## src/common/i2c_host_pkg.sv

```systemverilog
package i2c_host_pkg;

  // ==========================================================
  // device register indices on the register port
  localparam logic [1:0] DEV_CTRL = 2'h0;
  localparam logic [1:0] DEV_DATA = 2'h1;
  localparam logic [1:0] DEV_STAT = 2'h2;

  // ==========================================================
  // bus_control_reg field positions
  localparam int IRQ_ALLOW_POS = 7;
  localparam int BUS_ON_POS = 6;
  localparam int BEGIN_POS = 5;
  localparam int HALT_POS = 4;
  localparam int FLAG_POS = 3;
  localparam int ACK_ASSERT_POS = 2;

  // ==========================================================
  // condition codes
  localparam logic [7:0] ST_START = 8'h08;
  localparam logic [7:0] ST_RESTART = 8'h10;
  localparam logic [7:0] ST_ADDR_ACK = 8'h18;
  localparam logic [7:0] ST_ADDR_NACK = 8'h20;
  localparam logic [7:0] ST_DATA_ACK = 8'h28;
  localparam logic [7:0] ST_DATA_NACK = 8'h30;
  localparam logic [7:0] ST_ARB_LOST = 8'h38;
  localparam logic [7:0] ST_ARB_SLV_WR = 8'h68;
  localparam logic [7:0] ST_ARB_GCALL = 8'h78;
  localparam logic [7:0] ST_ARB_SLV_RD = 8'hB0;

  // ==========================================================
  // own wishbone registers, byte addresses
  localparam logic [7:0] WB_CMD = 8'h00;
  localparam logic [7:0] WB_SLA = 8'h04;
  localparam logic [7:0] WB_LEN = 8'h08;
  localparam logic [7:0] WB_STAT = 8'h0C;
  localparam logic [2:0] WB_TXBUF_PAGE = 3'h1;
  localparam int CMD_GO_POS = 0;
  localparam int CMD_IEN_POS = 1;
  localparam int CMD_AAK_POS = 2;
  localparam int CMD_RETRY_POS = 3;
  localparam logic [6:0] SLA_RESET = 7'h00;
  localparam logic [3:0] LEN_RESET = 4'h0;
  localparam int TX_DEPTH = 8;
  localparam logic [7:0] FILL_BYTE = 8'hFF;

  // ==========================================================
  // register port timing
  localparam int CLK_PERIOD_NS = 10;
  localparam int ACC_HOLD_NS = 80;
  localparam int ACC_HOLD_CYCLES =
    (ACC_HOLD_NS + CLK_PERIOD_NS - 1) / CLK_PERIOD_NS;

endpackage

```

## src/dev_port_access.sv

```systemverilog
module dev_port_access
  import i2c_host_pkg::*;
#(
  parameter int HOLD = ACC_HOLD_CYCLES
) (
  input wire logic clk_i,
  input wire logic rst_i,
  input wire logic req_i,
  input wire logic wr_i,
  input wire logic [1:0] addr_i,
  input wire logic [7:0] data_i,
  output logic done_o,
  output logic [7:0] rdata_o,
  output logic [1:0] dev_addr_o,
  output logic [7:0] dev_wdata_o,
  output logic dev_wr_o,
  output logic dev_rd_o,
  input wire logic [7:0] dev_rdata_i
);

  typedef enum logic [1:0] {A_IDLE, A_HOLD, A_FIN} acc_state_t;

  localparam logic [7:0] HOLD_LAST = 8'(HOLD - 1);

  acc_state_t state, next_state;
  logic [7:0] cnt, next_cnt;
  logic [7:0] next_rdata;
  logic [1:0] next_addr;
  logic [7:0] next_wdata;
  logic next_wr, next_rd;
  logic [7:0] s1, s2, s3, stable, next_stable;

  // ==========================================================
  // read data sync: stage one feeds only stage two
  always_comb begin
    next_stable = (s2 == s3) ? s3 : stable;
  end

  always_ff @(posedge clk_i) begin
    if (rst_i) begin
      s1 <= 8'h00;
      s2 <= 8'h00;
      s3 <= 8'h00;
      stable <= 8'h00;
    end else begin
      s1 <= dev_rdata_i;
      s2 <= s1;
      s3 <= s2;
      stable <= next_stable;
    end
  end

  // ==========================================================
  // one strobed access, held long enough to outlast the sync
  always_comb begin
    next_state = state;
    next_cnt = cnt;
    next_rdata = rdata_o;
    next_addr = dev_addr_o;
    next_wdata = dev_wdata_o;
    next_wr = dev_wr_o;
    next_rd = dev_rd_o;
    unique case (state)
      A_IDLE: begin
        if (req_i) begin
          next_addr = addr_i;
          next_wdata = data_i;
          next_wr = wr_i;
          next_rd = !wr_i;
          next_cnt = 8'h00;
          next_state = A_HOLD;
        end
      end
      A_HOLD: begin
        next_cnt = cnt + 8'h01;
        if (cnt == HOLD_LAST) begin
          next_wr = 1'b0;
          next_rd = 1'b0;
          next_rdata = stable;
          next_state = A_FIN;
        end
      end
      A_FIN: next_state = A_IDLE;
    endcase
  end

  always_ff @(posedge clk_i) begin
    if (rst_i) begin
      state <= A_IDLE;
      cnt <= 8'h00;
      rdata_o <= 8'h00;
      dev_addr_o <= 2'h0;
      dev_wdata_o <= 8'h00;
      dev_wr_o <= 1'b0;
      dev_rd_o <= 1'b0;
    end else begin
      state <= next_state;
      cnt <= next_cnt;
      rdata_o <= next_rdata;
      dev_addr_o <= next_addr;
      dev_wdata_o <= next_wdata;
      dev_wr_o <= next_wr;
      dev_rd_o <= next_rd;
    end
  end

  assign done_o = (state == A_FIN);

endmodule

```

## src/i2c_tx_host.sv

```systemverilog
// How it works
// - program control with bus on, begin, halt, flag and low bits clear
// - setting begin starts a transfer; device sends START once bus free
// - address byte carries slave address in 7:1 and write zero in 0
// - device waits for flag clear, then raises it with a new code
// - on 18 send data, begin, halt, or both by the flag clear (here: first data byte, or halt when len is zero)
// - on B0 load a byte and clear; ack-assert zero marks it last
// - after 18 or 20 load first data byte before clearing flag (here: on 20 nack is set and halt is sent instead)
// - on 28 send data, begin, halt, or both by the flag clear (here: next data byte, or halt once len bytes are sent)
// - halt request sends STOP, device clears halt itself, goes idle
// - a full slave receiver leaves acknowledge undriven, giving NACK
module i2c_tx_host
  import i2c_host_pkg::*;
(
  input wire logic clk_i,
  input wire logic rst_i,
  input wire logic [7:0] adr_i,
  input wire logic [31:0] dat_i,
  output logic [31:0] dat_o,
  input wire logic we_i,
  input wire logic [3:0] sel_i,
  input wire logic cyc_i,
  input wire logic stb_i,
  output logic ack_o,
  output logic [1:0] dev_addr_o,
  output logic [7:0] dev_wdata_o,
  output logic dev_wr_o,
  output logic dev_rd_o,
  input wire logic [7:0] dev_rdata_i,
  input wire logic dev_irq_i
);

  typedef enum logic [3:0] {
    M_IDLE, M_INIT, M_BEGIN, M_POLL, M_IRQ, M_STAT, M_EVAL, M_WADDR,
    M_WDATA, M_ARBDATA, M_CLEAR, M_HALT, M_HALTPOLL
  } host_state_t;

  function automatic logic [7:0] ctrl_byte(input logic irq_allow_bit,
      input logic beg, input logic halt, input logic ack_assert_bit);
    logic [7:0] b;
    b = 8'h00;
    b[IRQ_ALLOW_POS] = irq_allow_bit;
    b[BUS_ON_POS] = 1'b1;
    b[BEGIN_POS] = beg;
    b[HALT_POS] = halt;
    b[ACK_ASSERT_POS] = ack_assert_bit;
    return b;
  endfunction

  // ==========================================================
  // wishbone slave and own registers
  logic irq_allow_bit, ack_assert_bit, retry, next_ien, next_aak, next_retry;
  logic [6:0] sla, next_sla;
  logic [3:0] len, next_len;
  logic [7:0] txbuf [TX_DEPTH];
  logic [7:0] next_txbuf [TX_DEPTH];
  logic next_ack;
  logic [31:0] next_dat;
  logic wb_hit, wb_wr, go_req;
  host_state_t state, next_state, wait_state;
  logic [7:0] code, next_code, out_byte, next_out, bus_byte, next_bus;
  logic [3:0] idx, next_idx;
  logic clr_begin, clr_aak, after_clear;
  logic next_clr_begin, next_clr_aak, next_after;
  logic done_f, nack, arb, err;
  logic next_done, next_nack, next_arb, next_err;

  assign wb_hit = cyc_i && stb_i && !ack_o;
  assign wb_wr = wb_hit && we_i && sel_i[0];
  assign go_req = wb_wr && adr_i == WB_CMD && dat_i[CMD_GO_POS];

  always_comb begin
    next_ack = wb_hit;
    next_dat = dat_o;
    next_ien = irq_allow_bit;
    next_aak = ack_assert_bit;
    next_retry = retry;
    next_sla = sla;
    next_len = len;
    next_txbuf = txbuf;
    if (wb_wr) begin
      if (adr_i == WB_CMD) begin
        next_ien = dat_i[CMD_IEN_POS];
        next_aak = dat_i[CMD_AAK_POS];
        next_retry = dat_i[CMD_RETRY_POS];
      end
      if (adr_i == WB_SLA) next_sla = dat_i[6:0];
      if (adr_i == WB_LEN) next_len = dat_i[3:0];
      if (adr_i[7:5] == WB_TXBUF_PAGE) next_txbuf[adr_i[4:2]] = dat_i[7:0];
    end
    if (wb_hit && !we_i) begin
      next_dat = 32'h0000_0000;
      if (adr_i == WB_CMD)
        next_dat = {28'h000_0000, retry, ack_assert_bit, irq_allow_bit, 1'b0};
      if (adr_i == WB_SLA) next_dat = {25'h000_0000, sla};
      if (adr_i == WB_LEN) next_dat = {28'h000_0000, len};
      if (adr_i == WB_STAT)
        next_dat = {8'h00, bus_byte, code, 3'h0, err, arb, nack, done_f,
                    state != M_IDLE};
      if (adr_i[7:5] == WB_TXBUF_PAGE)
        next_dat = {24'h00_0000, txbuf[adr_i[4:2]]};
    end
  end

  always_ff @(posedge clk_i) begin
    if (rst_i) begin
      ack_o <= 1'b0;
      dat_o <= 32'h0000_0000;
      irq_allow_bit <= 1'b0;
      ack_assert_bit <= 1'b0;
      retry <= 1'b0;
      sla <= SLA_RESET;
      len <= LEN_RESET;
      for (int i = 0; i < TX_DEPTH; i++) txbuf[i] <= 8'h00;
    end else begin
      ack_o <= next_ack;
      dat_o <= next_dat;
      irq_allow_bit <= next_ien;
      ack_assert_bit <= next_aak;
      retry <= next_retry;
      sla <= next_sla;
      len <= next_len;
      txbuf <= next_txbuf;
    end
  end

  // ==========================================================
  // device interrupt sync, change taken once stages 2 and 3 agree
  logic i1, i2, i3, irq_s, next_irq_s;

  always_comb begin
    next_irq_s = (i2 == i3) ? i3 : irq_s;
  end

  always_ff @(posedge clk_i) begin
    if (rst_i) begin
      i1 <= 1'b0;
      i2 <= 1'b0;
      i3 <= 1'b0;
      irq_s <= 1'b0;
    end else begin
      i1 <= dev_irq_i;
      i2 <= i1;
      i3 <= i2;
      irq_s <= next_irq_s;
    end
  end

  // ==========================================================
  // device register port accesses per state
  logic acc_req, acc_wr, acc_done;
  logic [1:0] acc_addr;
  logic [7:0] acc_data, acc_rdata;

  always_comb begin
    acc_req = 1'b1;
    acc_wr = 1'b1;
    acc_addr = DEV_CTRL;
    acc_data = 8'h00;
    unique case (state)
      M_INIT: acc_data = ctrl_byte(irq_allow_bit, 1'b0, 1'b0, ack_assert_bit);
      M_BEGIN: acc_data = ctrl_byte(irq_allow_bit, 1'b1, 1'b0, ack_assert_bit);
      M_POLL, M_HALTPOLL: acc_wr = 1'b0;
      M_STAT: begin
        acc_wr = 1'b0;
        acc_addr = DEV_STAT;
      end
      M_WADDR: begin
        acc_addr = DEV_DATA;
        acc_data = {sla, 1'b0};
      end
      M_WDATA: begin
        acc_addr = DEV_DATA;
        acc_data = out_byte;
      end
      M_ARBDATA: begin
        acc_wr = 1'b0;
        acc_addr = DEV_DATA;
      end
      // flag bit stays zero, so this write releases the device
      M_CLEAR: acc_data = ctrl_byte(irq_allow_bit, clr_begin, 1'b0, clr_aak);
      M_HALT: acc_data = ctrl_byte(irq_allow_bit, 1'b0, 1'b1, ack_assert_bit);
      M_IDLE, M_IRQ, M_EVAL: acc_req = 1'b0;
    endcase
  end

  dev_port_access #(.HOLD(ACC_HOLD_CYCLES)) u_acc (
    .clk_i(clk_i),
    .rst_i(rst_i),
    .req_i(acc_req),
    .wr_i(acc_wr),
    .addr_i(acc_addr),
    .data_i(acc_data),
    .done_o(acc_done),
    .rdata_o(acc_rdata),
    .dev_addr_o(dev_addr_o),
    .dev_wdata_o(dev_wdata_o),
    .dev_wr_o(dev_wr_o),
    .dev_rd_o(dev_rd_o),
    .dev_rdata_i(dev_rdata_i)
  );

  // ==========================================================
  // transfer sequencer
  always_comb begin
    wait_state = irq_allow_bit ? M_IRQ : M_POLL;
    next_state = state;
    next_code = code;
    next_idx = idx;
    next_out = out_byte;
    next_bus = bus_byte;
    next_clr_begin = clr_begin;
    next_clr_aak = clr_aak;
    next_after = after_clear;
    next_done = done_f;
    next_nack = nack;
    next_arb = arb;
    next_err = err;
    unique case (state)
      M_IDLE: begin
        if (go_req) begin
          next_state = M_INIT;
          next_idx = 4'h0;
          next_done = 1'b0;
          next_nack = 1'b0;
          next_arb = 1'b0;
          next_err = 1'b0;
        end
      end
      M_INIT: if (acc_done) next_state = M_BEGIN;
      M_BEGIN: if (acc_done) next_state = wait_state;
      // bus clock is held low by the device meanwhile
      M_POLL: if (acc_done && acc_rdata[FLAG_POS]) next_state = M_STAT;
      M_IRQ: if (irq_s) next_state = M_STAT;
      M_STAT: begin
        if (acc_done) begin
          next_code = acc_rdata;
          next_state = M_EVAL;
        end
      end
      M_EVAL: begin
        next_clr_begin = 1'b0;
        next_clr_aak = ack_assert_bit;
        next_after = 1'b1;
        case (code)
          ST_START, ST_RESTART: next_state = M_WADDR;
          ST_ADDR_ACK, ST_DATA_ACK: begin
            if (idx < len) begin
              next_out = txbuf[idx[2:0]];
              next_idx = idx + 4'h1;
              next_state = M_WDATA;
            end else begin
              next_state = M_HALT;
            end
          end
          // receiver refused: stop rather than push on
          ST_ADDR_NACK, ST_DATA_NACK: begin
            next_nack = 1'b1;
            next_state = M_HALT;
          end
          ST_ARB_LOST: begin
            next_arb = 1'b1;
            next_clr_begin = retry;
            next_after = retry;
            next_idx = 4'h0;
            next_state = M_ARBDATA;
          end
          ST_ARB_SLV_WR, ST_ARB_GCALL: begin
            next_arb = 1'b1;
            next_after = 1'b0;
            next_state = M_CLEAR;
          end
          ST_ARB_SLV_RD: begin
            next_arb = 1'b1;
            next_out = FILL_BYTE;
            next_clr_aak = 1'b0;
            next_after = 1'b0;
            next_state = M_WDATA;
          end
          default: begin
            next_err = 1'b1;
            next_state = M_HALT;
          end
        endcase
      end
      M_WADDR, M_WDATA: if (acc_done) next_state = M_CLEAR;
      M_ARBDATA: begin
        if (acc_done) begin
          next_bus = acc_rdata; // byte that won the bus
          next_state = M_CLEAR;
        end
      end
      M_CLEAR: begin
        if (acc_done) begin
          next_state = after_clear ? wait_state : M_IDLE;
          next_done = !after_clear;
        end
      end
      M_HALT: if (acc_done) next_state = M_HALTPOLL;
      M_HALTPOLL: begin
        if (acc_done && !acc_rdata[HALT_POS]) begin
          next_state = M_IDLE;
          next_done = 1'b1;
        end
      end
    endcase
  end

  always_ff @(posedge clk_i) begin
    if (rst_i) begin
      state <= M_IDLE;
      code <= 8'h00;
      idx <= 4'h0;
      out_byte <= 8'h00;
      bus_byte <= 8'h00;
      clr_begin <= 1'b0;
      clr_aak <= 1'b0;
      after_clear <= 1'b0;
      done_f <= 1'b0;
      nack <= 1'b0;
      arb <= 1'b0;
      err <= 1'b0;
    end else begin
      state <= next_state;
      code <= next_code;
      idx <= next_idx;
      out_byte <= next_out;
      bus_byte <= next_bus;
      clr_begin <= next_clr_begin;
      clr_aak <= next_clr_aak;
      after_clear <= next_after;
      done_f <= next_done;
      nack <= next_nack;
      arb <= next_arb;
      err <= next_err;
    end
  end
endmodule

```

## config.mk

```make
export PLATFORM = sky130hd
export DESIGN_NAME = i2c_tx_host
export DESIGN_NICKNAME = d
export VERILOG_FILES = /design/src/common/i2c_host_pkg.sv /design/src/dev_port_access.sv /design/src/i2c_tx_host.sv
export SDC_FILE = /design/constraint.sdc
export NUM_CORES = 1
export LEC_CHECK = 0
export BUFFER_PORTS_ARGS = -buffer_cell sky130_fd_sc_hd__buf_2
export CAP_MARGIN = 15
export CORE_UTILIZATION = 30
export CTS_BUF_LIST = sky130_fd_sc_hd__clkbuf_2 sky130_fd_sc_hd__clkbuf_4 sky130_fd_sc_hd__clkbuf_8
export DETAILED_ROUTE_END_ITERATION = 8
export HOLD_SLACK_MARGIN = 0.02
export PLACE_DENSITY = 0.52
export SLEW_MARGIN = 20
export SYNTH_ARGS = -nofsm -noshare
export SYNTH_HDL_FRONTEND = slang
export SYNTH_HIERARCHICAL = 1
export SYNTH_SLANG_ARGS = --single-unit
```

## constraint.sdc

```tcl
create_clock -name clk_i -period 2.7 [get_ports clk_i]
set_input_delay 0.54 -clock clk_i [delete_from_list [all_inputs] [get_ports clk_i]]
set_output_delay 0.54 -clock clk_i [all_outputs]
set_load 0.01 [all_outputs]
```

# Word-level counts from Yosys, hierarchy flattened
# Cells that the tools add are included.
[op_classes] n_addsub=2 magnitude_cmp=4 eq_ne=49 muxes=61 bitwise_logic=3 reduce_logical=50
[ops] operator="$mux W32" n=4
[ops] operator="$bwmux W64" n=1
[ops] operator="$mux W8" n=7
[ops] operator="$mux W4" n=13
[ops] operator="$bmux W8 S3" n=2
[ops] operator="$pmux W8 S6" n=1
[ops] operator="$pmux W4 S11" n=1
[ops] operator="$eq A8 B6 Y1 const B" n=4
[ops] operator="$pmux W8 S2" n=2
[ops] operator="$ne A2 B2 Y1 const B" n=13
[ops] operator="$demux W8 S3" n=1
[ops] operator="$eq A8 B4 Y1 const B" n=3
[ops] operator="$eq A4 B4 Y1 const B" n=5
[ops] operator="$pmux W4 S5" n=1
[ops] operator="$reduce_and A2 Y1" n=10
[ops] operator="$eq A4 B3 Y1 const B" n=4
[ops] operator="$eq A8 B3 Y1 const B" n=2
[ops] operator="$eq A8 B5 Y1 const B" n=2
[ops] operator="$eq A8 B7 Y1 const B" n=2
[ops] operator="$pmux W4 S2" n=2
[ops] operator="$reduce_and A3 Y1" n=5
[ops] operator="$mux W1" n=12
[ops] operator="$pmux W1 S2" n=6
[ops] operator="$logic_and A1 B1 Y1" n=10
[ops] operator="other kinds (36)" n=56
[word_totals] reg_bits=216 inputBits=58 output_inout_bits=45 wordCells=211

# Logic depth before layout (Yosys ltp)
# Gate-level depths: netlist (run 1).
[depth] word_depth=8 mapped_depth=9 ltp_nobuf=7

# By module
# Netlist (run 1), hierarchy kept.
[modules_own_cells] mod="i2c_tx_host" n_inst=1 cells_per_inst=795 area_per_inst_um2=7368.3 seq_area_each_um2=2922.8
[modules_own_cells] mod="dev_port_access" n_inst=1 cells_per_inst=246 area_per_inst_um2=2327.2 seq_area_each_um2=1241.2

# Worst setup path after synthesis (run 1)
# Ideal clock, no wire load.
[synth_timing] path_type="input -> register" from="in adr_i[6]" to="reg sla[0]" setup_ns=0.128 arrival_time_ns=2.223 required_time_ns=2.572 path_slack_ns=0.349 cell_stages=5 n_path_buf=0 path_cell_list="or4_4 -> or4b_4 -> nor3_4 -> mux2i_1 -> nor2_1"
[synth_via] elab_chain_cells=2
[synth_lines] element="start, declared" line_no="i2c_tx_host.sv:17" text="input wire logic [7:0] adr_i,"
[synth_lines] element="$eq A8 B3 Y1" line_no="i2c_tx_host.sv:87" text="if (adr_i == WB_SLA) next_sla = dat_i[6:0];"
[synth_lines] element="$reduce_and A2 Y1 (no line)"
[synth_lines] element="end signal, assigned" line_no="i2c_tx_host.sv:121" text="sla <= next_sla;"
[synth_lines] element="end, declared" line_no="i2c_tx_host.sv:53" text="logic [6:0] sla, next_sla;"
# Every way passes these cells.
# A chain may end at the register's enable or synchronous reset.

# Worst setup path after layout (run 1)
[layout_timing] from="reg len[1]" to="reg out_byte[0]"
[layout_via] elab_chain_cells=3
[layout_lines] element="start, declared" line_no="i2c_tx_host.sv:54" text="logic [3:0] len, next_len;"
[layout_lines] element="start signal, assigned" line_no="i2c_tx_host.sv:122" text="len <= next_len;"
[layout_lines] element="$lt A4 B4 Y1" line_no="i2c_tx_host.sv:248" text="if (idx < len) begin"
[layout_lines] element="$ne A2 B2 Y1 (no line)"
[layout_lines] element="$reduce_and A3 Y1 (no line)"
[layout_lines] element="end signal, assigned" line_no="i2c_tx_host.sv:327" text="out_byte <= next_out;"
[layout_lines] element="end, declared" line_no="i2c_tx_host.sv:61" text="logic [7:0] code, next_code, out_byte, next_out, bus_byte, next_bus;"
# Every way passes these cells.

==> results.yml, run 1 <==
run_status:
  status: "finished, final reports clean"
synthesis:
  ys_seq_elements: 208
  synth_area_sq_mm: 0.00970
  yosysWarnings: 6
  ys_seq_area_frac: 0.429
  syn_inst: 1041
  synthArstFlopShare: 0
  synthFlopType: "dfxtp_1"
  synth.avg_cell_area_sq_um: 9.31
  synth-edff-count: 0
  yosysUniqueCellTypes: 77
floorplan:
  die_area_sq_mm: 0.0330
  core_sq_mm: 0.0316
  die_y_um: 182
  start_util: 0.306
  fp-row-count: 65
  die-width_um: 182
  ios: 103
cts:
  h-tree-depth: 2
  cts_tree: "built"
  cts_buffers: 39
  cts_hold_buf: 0
  clk_pin_slew_ns: 0.05
  clk_path_buf_depth: 3
  cts_resized: 0
  clkLatencyLatePin_ns: 0.54
  clock-sinks: 208
  cts_root_buf: "clkbuf_8"
  postCtsSetupRepairBufs: 0
finish:
  synthToLayoutAreaGrowth_pct: 16.6
  n_antenna_cell: 0
  final_area_sq_mm: 0.0113
  drive_gt1_frac: 0.196
  fin_util: 0.357
  layout_common_cells: "208 x dfxtp_1, 135 x nor2_1, 92 x mux2i_1, 78 x nand2_1, 66 x buf_2"
  final_nets: 1172
  layout_commonest_cell: "dfxtp_1"
sta:
  fin_worst_skew_ns: 0.0362
  fin_ws_ns: 0.415
  maxSlewViolCount: 0
  min_period_ns: 2.28
  finalCritPeriodShare: 0.846
  fmaxAchievable_ghz: 0.438
  fin_setup_tns_ns: 0
  rsz0062_at_grt: "no"
  final_hold_viol_count: 0
  max_slew.worst_pin.slew_ns: 0.827
  setup_viol: 0
  slew-limit-headroom: 0.441
global_routing:
  grt_max_degree: 85
  gr-total-overflow: 0
  antenna_found_initial: 0
  first_global_vias: 7287
  grt_pass1_wl_mm: 40.0
  track_usage: 0.152
critical_path:
  criticalPathCategory: "reg2reg"
  critPathSlowestCell: "a2111oi_2"
  critPathTopFamily: "compound AO/OA/AOI/OAI gates"
  cp.arrival_ns: 2.64
  critPathLaunchType: "register"
  worst-path-buf-inv: 2
  max_stage_delay_ns: 0.41
  crit_chain: "inv_1, ha_1, a2111oi_2, o2111ai_1, buf_4, a211oi_1, a211oi_1"
  cp_max_fo: 11
  endpoint_kind: "register"
  required_ns: 3.06
  crit_top_cell: "a211oi_1"
routing:
  detail_route.vias_per_cell: 5.01
  drc_errors: 0
  drtIter0Drc: 414
  ant_nets: 0
  wl_per_cell_um: 16.3
  drt-total-wl_mm: 25.0
  dr.pass1.iters: 5
  vias: 7671
power_and_ir_drop:
  clkPwrFrac: 0.459
  ir_drop_mv: 0.408
  finalPower_uw: 6900
  powerDensity_mw_per_mm2: 610
  p_seq_frac: 0.456
  power_switching_uw: 1710
  power_switching_share: 0.248
  leakagePower_uw: 0.00439
  combPwrFrac: 0.085
  p_int_uw: 5190
placement:
  dpl.hpwl_mm: 16.9
  place.gp.congestion: 0.791
  dp_slack_ns: 0.189
  portBuffers: 67
  placed_cell_area_sq_mm: 0.0105
run:
  max_cap_violations: 0
min_path:
  min_path_type: "in2reg"
worst paths after layout:
kind                  startpoint           to  slack (ns)  cells past startpoint
setup reg to reg          len[1]  out_byte[0]        0.42                      7
setup / recovery          len[1]  out_byte[0]        0.42                      7
hold / removal    dev_rdata_i[2]  u_acc/s1[2]        0.23                      2
hold reg to reg      u_acc/s1[1]  u_acc/s2[1]        0.43                      1
metal layers:
layer  wire length (um)  vias to the layer above  GRT usage
li1                   -                     3801          -
met1              12200                     3655      0.212
met2              11300                      180      0.234
met3               1080                       35     0.0283
met4                521                        0     0.0492
met5                  0                        -          0
registers in the layout, indices dropped and copies added (netlist names), 2 cells and up:
signal,cells
u_acc/stable,8
txbuf,64
u_acc/dev_wdata_o,8
u_acc/state,2
u_acc/dev_addr_o,2
out_byte,8
code,8
dat_o,24
len,4
u_acc/cnt,8
u_acc/s1,8
bus_byte,8
state,4
sla,7
u_acc/s3,8
u_acc/rdata_o,8
u_acc/s2,8
idx,4
layout make-up:
class / instances / area (sq um)
clock buffers: 61 / 758
well taps: 402 / 503
fillers: 3214 / 20300
multi-input cells: 728 / 5090
flip-flops and latches: 208 / 4160
clock inverters: 4 / 53.8
repair buffers: 105 / 639
inverters: 24 / 90.1
logic make-up (layout without fill, tap and decap cells):
logic type | count (synthesis) | count (layout) | synth area share
DFF | 208 | 208 | 0.429
adders and majority gates | 8 | 8 | 0.0103
buffers and inverters | 112 | 194 | 0.0484
other | 1 | 8 | 0.000387
xor gates and xnor gates | 17 | 17 | 0.0154
and+or+nand+nor | 387 | 387 | 0.196
muxes | 129 | 129 | 0.179
AOI/OAI and AO/OA | 179 | 179 | 0.122
cell usage after synthesis (all sizes together), types with 5 or more instances:
master,count,area share
a211oi,22,0.017
a21oi,60,0.031
a22oi,19,0.015
and3,5,0.0032
buf,24,0.014
clkbuf,64,0.025
dfxtp,208,0.43
ha,8,0.010
inv,24,0.0093
mux2i,92,0.095
mux4,35,0.081
nand2,79,0.031
nand2b,28,0.018
nand3,40,0.021
nor2,136,0.053
nor2b,44,0.028
nor3,21,0.013
nor4,5,0.0039
o21ai,24,0.012
xnor2,15,0.014
power by group through the flow:
stage	clock network [uW]	registers (uW)	logic (uW)
floorplan	0	3210	412
global placement	0	3210	590
detailed placement	0	3210	589
CTS	3280	3140	591
global route	3430	3150	655
finish	3170	3140	585
per-stage QoR:
step / std cells / hold WS, ns
6_report: 1532 / 0.231
5_1_grt: 1532 / 0.215
4_1_cts: 1532 / 0.197
3_5_place_dp: 1467 / 0.420
3_3_place_gp: 1467 / 0.417
2_1_floorplan: 1048 / 0.414
Note: power is estimated with default switching activity, not from simulation.
==> run 2: changes to the inputs <==
--- a/config.mk
+++ b/config.mk
@@ -5,6 +5,7 @@
 export SDC_FILE = /design/constraint.sdc
 export NUM_CORES = 1
 export LEC_CHECK = 0
+export ABC_AREA = 1
 export BUFFER_PORTS_ARGS = -buffer_cell sky130_fd_sc_hd__buf_2
 export CAP_MARGIN = 15
 export CORE_UTILIZATION = 30
==> constraint.sdc (replaced) <==
create_clock -name clk_i -period 2.4 [get_ports clk_i]
set_input_delay 0.48 -clock clk_i [delete_from_list [all_inputs] [get_ports clk_i]]
set_output_delay 0.48 -clock clk_i [all_outputs]
set_load 0.01 [all_outputs]
==> results.yml, run 2 <==
run_status:
  status: "finished, final reports clean"
sta:
  maxSlewViolCount: 0
  rsz0062_at_grt: "no"
  fin_worst_skew_ns: 0.0263
  finalCritPeriodShare: 0.861
  max_slew.worst_pin.slew_ns: 0.648
  fin_setup_tns_ns: 0
  fmaxAchievable_ghz: 0.484
  slew-limit-headroom: 0.567
  setup_viol: 0
  final_hold_viol_count: 0
  min_period_ns: 2.07
critical_path:
  critPathTopFamily: "simple AND/OR/NAND/NOR gates"
  cp.arrival_ns: 2.52
  required_ns: 2.85
  reg2reg_slack_ns: 0.33
  criticalPathCategory: "reg2reg"
  r2r_cells: 14
  r2r_end: "u_acc/cnt[7]"
  crit_top_cell: "nand2_1"
  endpoint_kind: "register"
  cp_max_fo: 8
  max_stage_delay_ns: 0.53
  critPathLaunchType: "register"
  critical_path_depth: 14
  crit_chain: "nor2_1, nand2_1, inv_2, nor2_1, inv_2, nor2_1, nand2_1, o21ai_4, nand2_2, nor2_2, nand2_1, nand2_1, nand2_1, nor2_1"
  regToRegStartpoint: "state[3]"
  critPathSlowestCell: "dfxtp_1"
  worst-path-buf-inv: 2
finish:
  reg_top3: "txbuf x64, dat_o x24"
  largest_reg_flops: 64
  final_nets: 1548
  drive_gt1_frac: 0.153
  top_register: "txbuf"
  fillerInstances: 3397
  layout_commonest_cell: "nand2_1"
  layout_common_cells: "266 x nand2_1, 208 x dfxtp_1, 170 x a21oi_1, 159 x inv_1, 159 x nor2_1"
  fin_util: 0.360
  synthToLayoutAreaGrowth_pct: 17.0
min_path:
  whs_path_depth: 3
  min_from: "dev_rdata_i[7]"
  hold_end: "u_acc/s1[7]"
  min_path_type: "in2reg"
synthesis:
  synth.area.top_cells: "dfxtp_1 43%, nand2_1 10%, a21oi_1 8.7%"
  synth-edff-count: 0
  synthArstFlopShare: 0
  synthTopCellsByCount: "266 x nand2_1, 208 x dfxtp_1, 170 x a21oi_1"
  yosysWarnings: 6
  synth.avg_cell_area_sq_um: 6.99
  synth_area_leader_cell: "dfxtp_1"
  synth_top_cell_area_share: 0.426
  yosysUniqueCellTypes: 49
  syn_inst: 1398
  ys_seq_area_frac: 0.426
  synthFlopType: "dfxtp_1"
  ys_seq_elements: 208
  synth.most_common_cell: "nand2_1"
  synth_area_sq_mm: 0.00977
cts:
  clk_pin_slew_ns: 0.06
  cts_buffers: 38
  clkLatencyLatePin_ns: 0.53
  cts_tree: "built"
  cts_hold_buf: 0
  cts_root_buf: "clkbuf_8"
  postCtsSetupRepairBufs: 0
  cts_resized: 0
  h-tree-depth: 2
  clock-sinks: 208
  clk_path_buf_depth: 3
routing:
  wl_per_cell_um: 14.2
  drc_errors: 0
  detail_route.vias_per_cell: 4.65
  vias: 9023
  drtIter0Drc: 671
  dr.pass1.iters: 6
  drt-total-wl_mm: 27.6
  ant_nets: 0
global_routing:
  antenna_found_initial: 1
  track_usage: 0.167
  first_global_vias: 8420
  grt_max_degree: 78
  gr-total-overflow: 0
  grt_pass1_wl_mm: 44.8
run:
  max_cap_violations: 0
floorplan:
  die-width_um: 182
  start_util: 0.307
  fp-row-count: 65
  die_y_um: 182
  ios: 103
  core_sq_mm: 0.0318
  die_area_sq_mm: 0.0333
power_and_ir_drop:
  powerDensity_mw_per_mm2: 642
  ir_drop_mv: 0.364
  leakagePower_uw: 0.00463
placement:
  dpl.hpwl_mm: 19.9
  place.gp.congestion: 0.870
  portBuffers: 67
-- run 2: power by group --
| part | leakage (uW) | switching (uW) | internal, uW | total, uW |
|---|---|---|---|---|
| clock | 0.000406 | 1470 | 1930 | 3400 |
| sequential | 0.00168 | 21.8 | 3500 | 3520 |
| combinational | 0.00254 | 292 | 128 | 420 |
| total | 0.00463 | 1780 | 5560 | 7340 |
-- run 2: how the worst max path moves through the flow --
| stage | startpoint | end | slack, ns |
|---|---|---|---|
| 6_report | state[3] | u_acc/cnt[7] | 0.33 |
| 5_1_grt | state[3] | u_acc/cnt[7] | 0.11 |
| 4_1_cts | state[3] | u_acc/cnt[7] | 0.32 |
| 3_5_place_dp | adr_i[6] | txbuf[23] | 0.30 |
| 3_3_place_gp | cyc_i | state[0] | 0.31 |
| 2_1_floorplan | state[3] | u_acc/cnt[7] | 0.58 |
-- run 2: metrics by stage --
stage               power, uW  area [sq um]  hold slack, ns  worst slack [ns]  cells
global route             7690         11400           0.138             0.109   1941
global placement         4020         10700           0.388             0.309   1877
detailed placement       4020         10700           0.395             0.301   1877
CTS                      7440         11400           0.140             0.318   1941
finish                   7340         11400           0.163             0.334   1942
floorplan                3880          9800           0.388             0.584   1405
-- run 2: tightest hold or removal path, stage by stage --
cell	delay [ns]
buf_2	0.07
inv_1	0.03
nor2_1	0.06
-- run 2: cell families after synthesis --
| family | count (synthesis) | synth area share |
|---|---|---|
| AND/OR/NAND/NOR | 579 | 0.263 |
| AO/OA/AOI/OAI | 348 | 0.191 |
| XOR/XNOR | 7 | 0.00627 |
| buffers and inverters | 247 | 0.102 |
| adder cells (fa/ha/maj) | 8 | 0.0102 |
| flip-flops | 208 | 0.426 |
| other | 1 | 0.000384 |
-- run 2: cell type report --
cell class	instances	area [sq um]	area share
multi-input combinational	950	4640	0.406
sequential	208	4160	0.364
clock buffer	57	728	0.0637
inverter	177	667	0.0583
timing repair buffer	107	651	0.0569
tap	435	544	0.0476
clock inverter	7	40.0	0.00350
antenna	1	2.50	0.000219
-- run 2: layer usage --
metal  vias to the layer above  routed length, um  GRT usage
li1                       4705                  -          -
met1                      4100              14000      0.236
met2                       177              11800      0.258
met3                        41               1270     0.0293
met4                         0                512     0.0471
met5                         -                  0          0
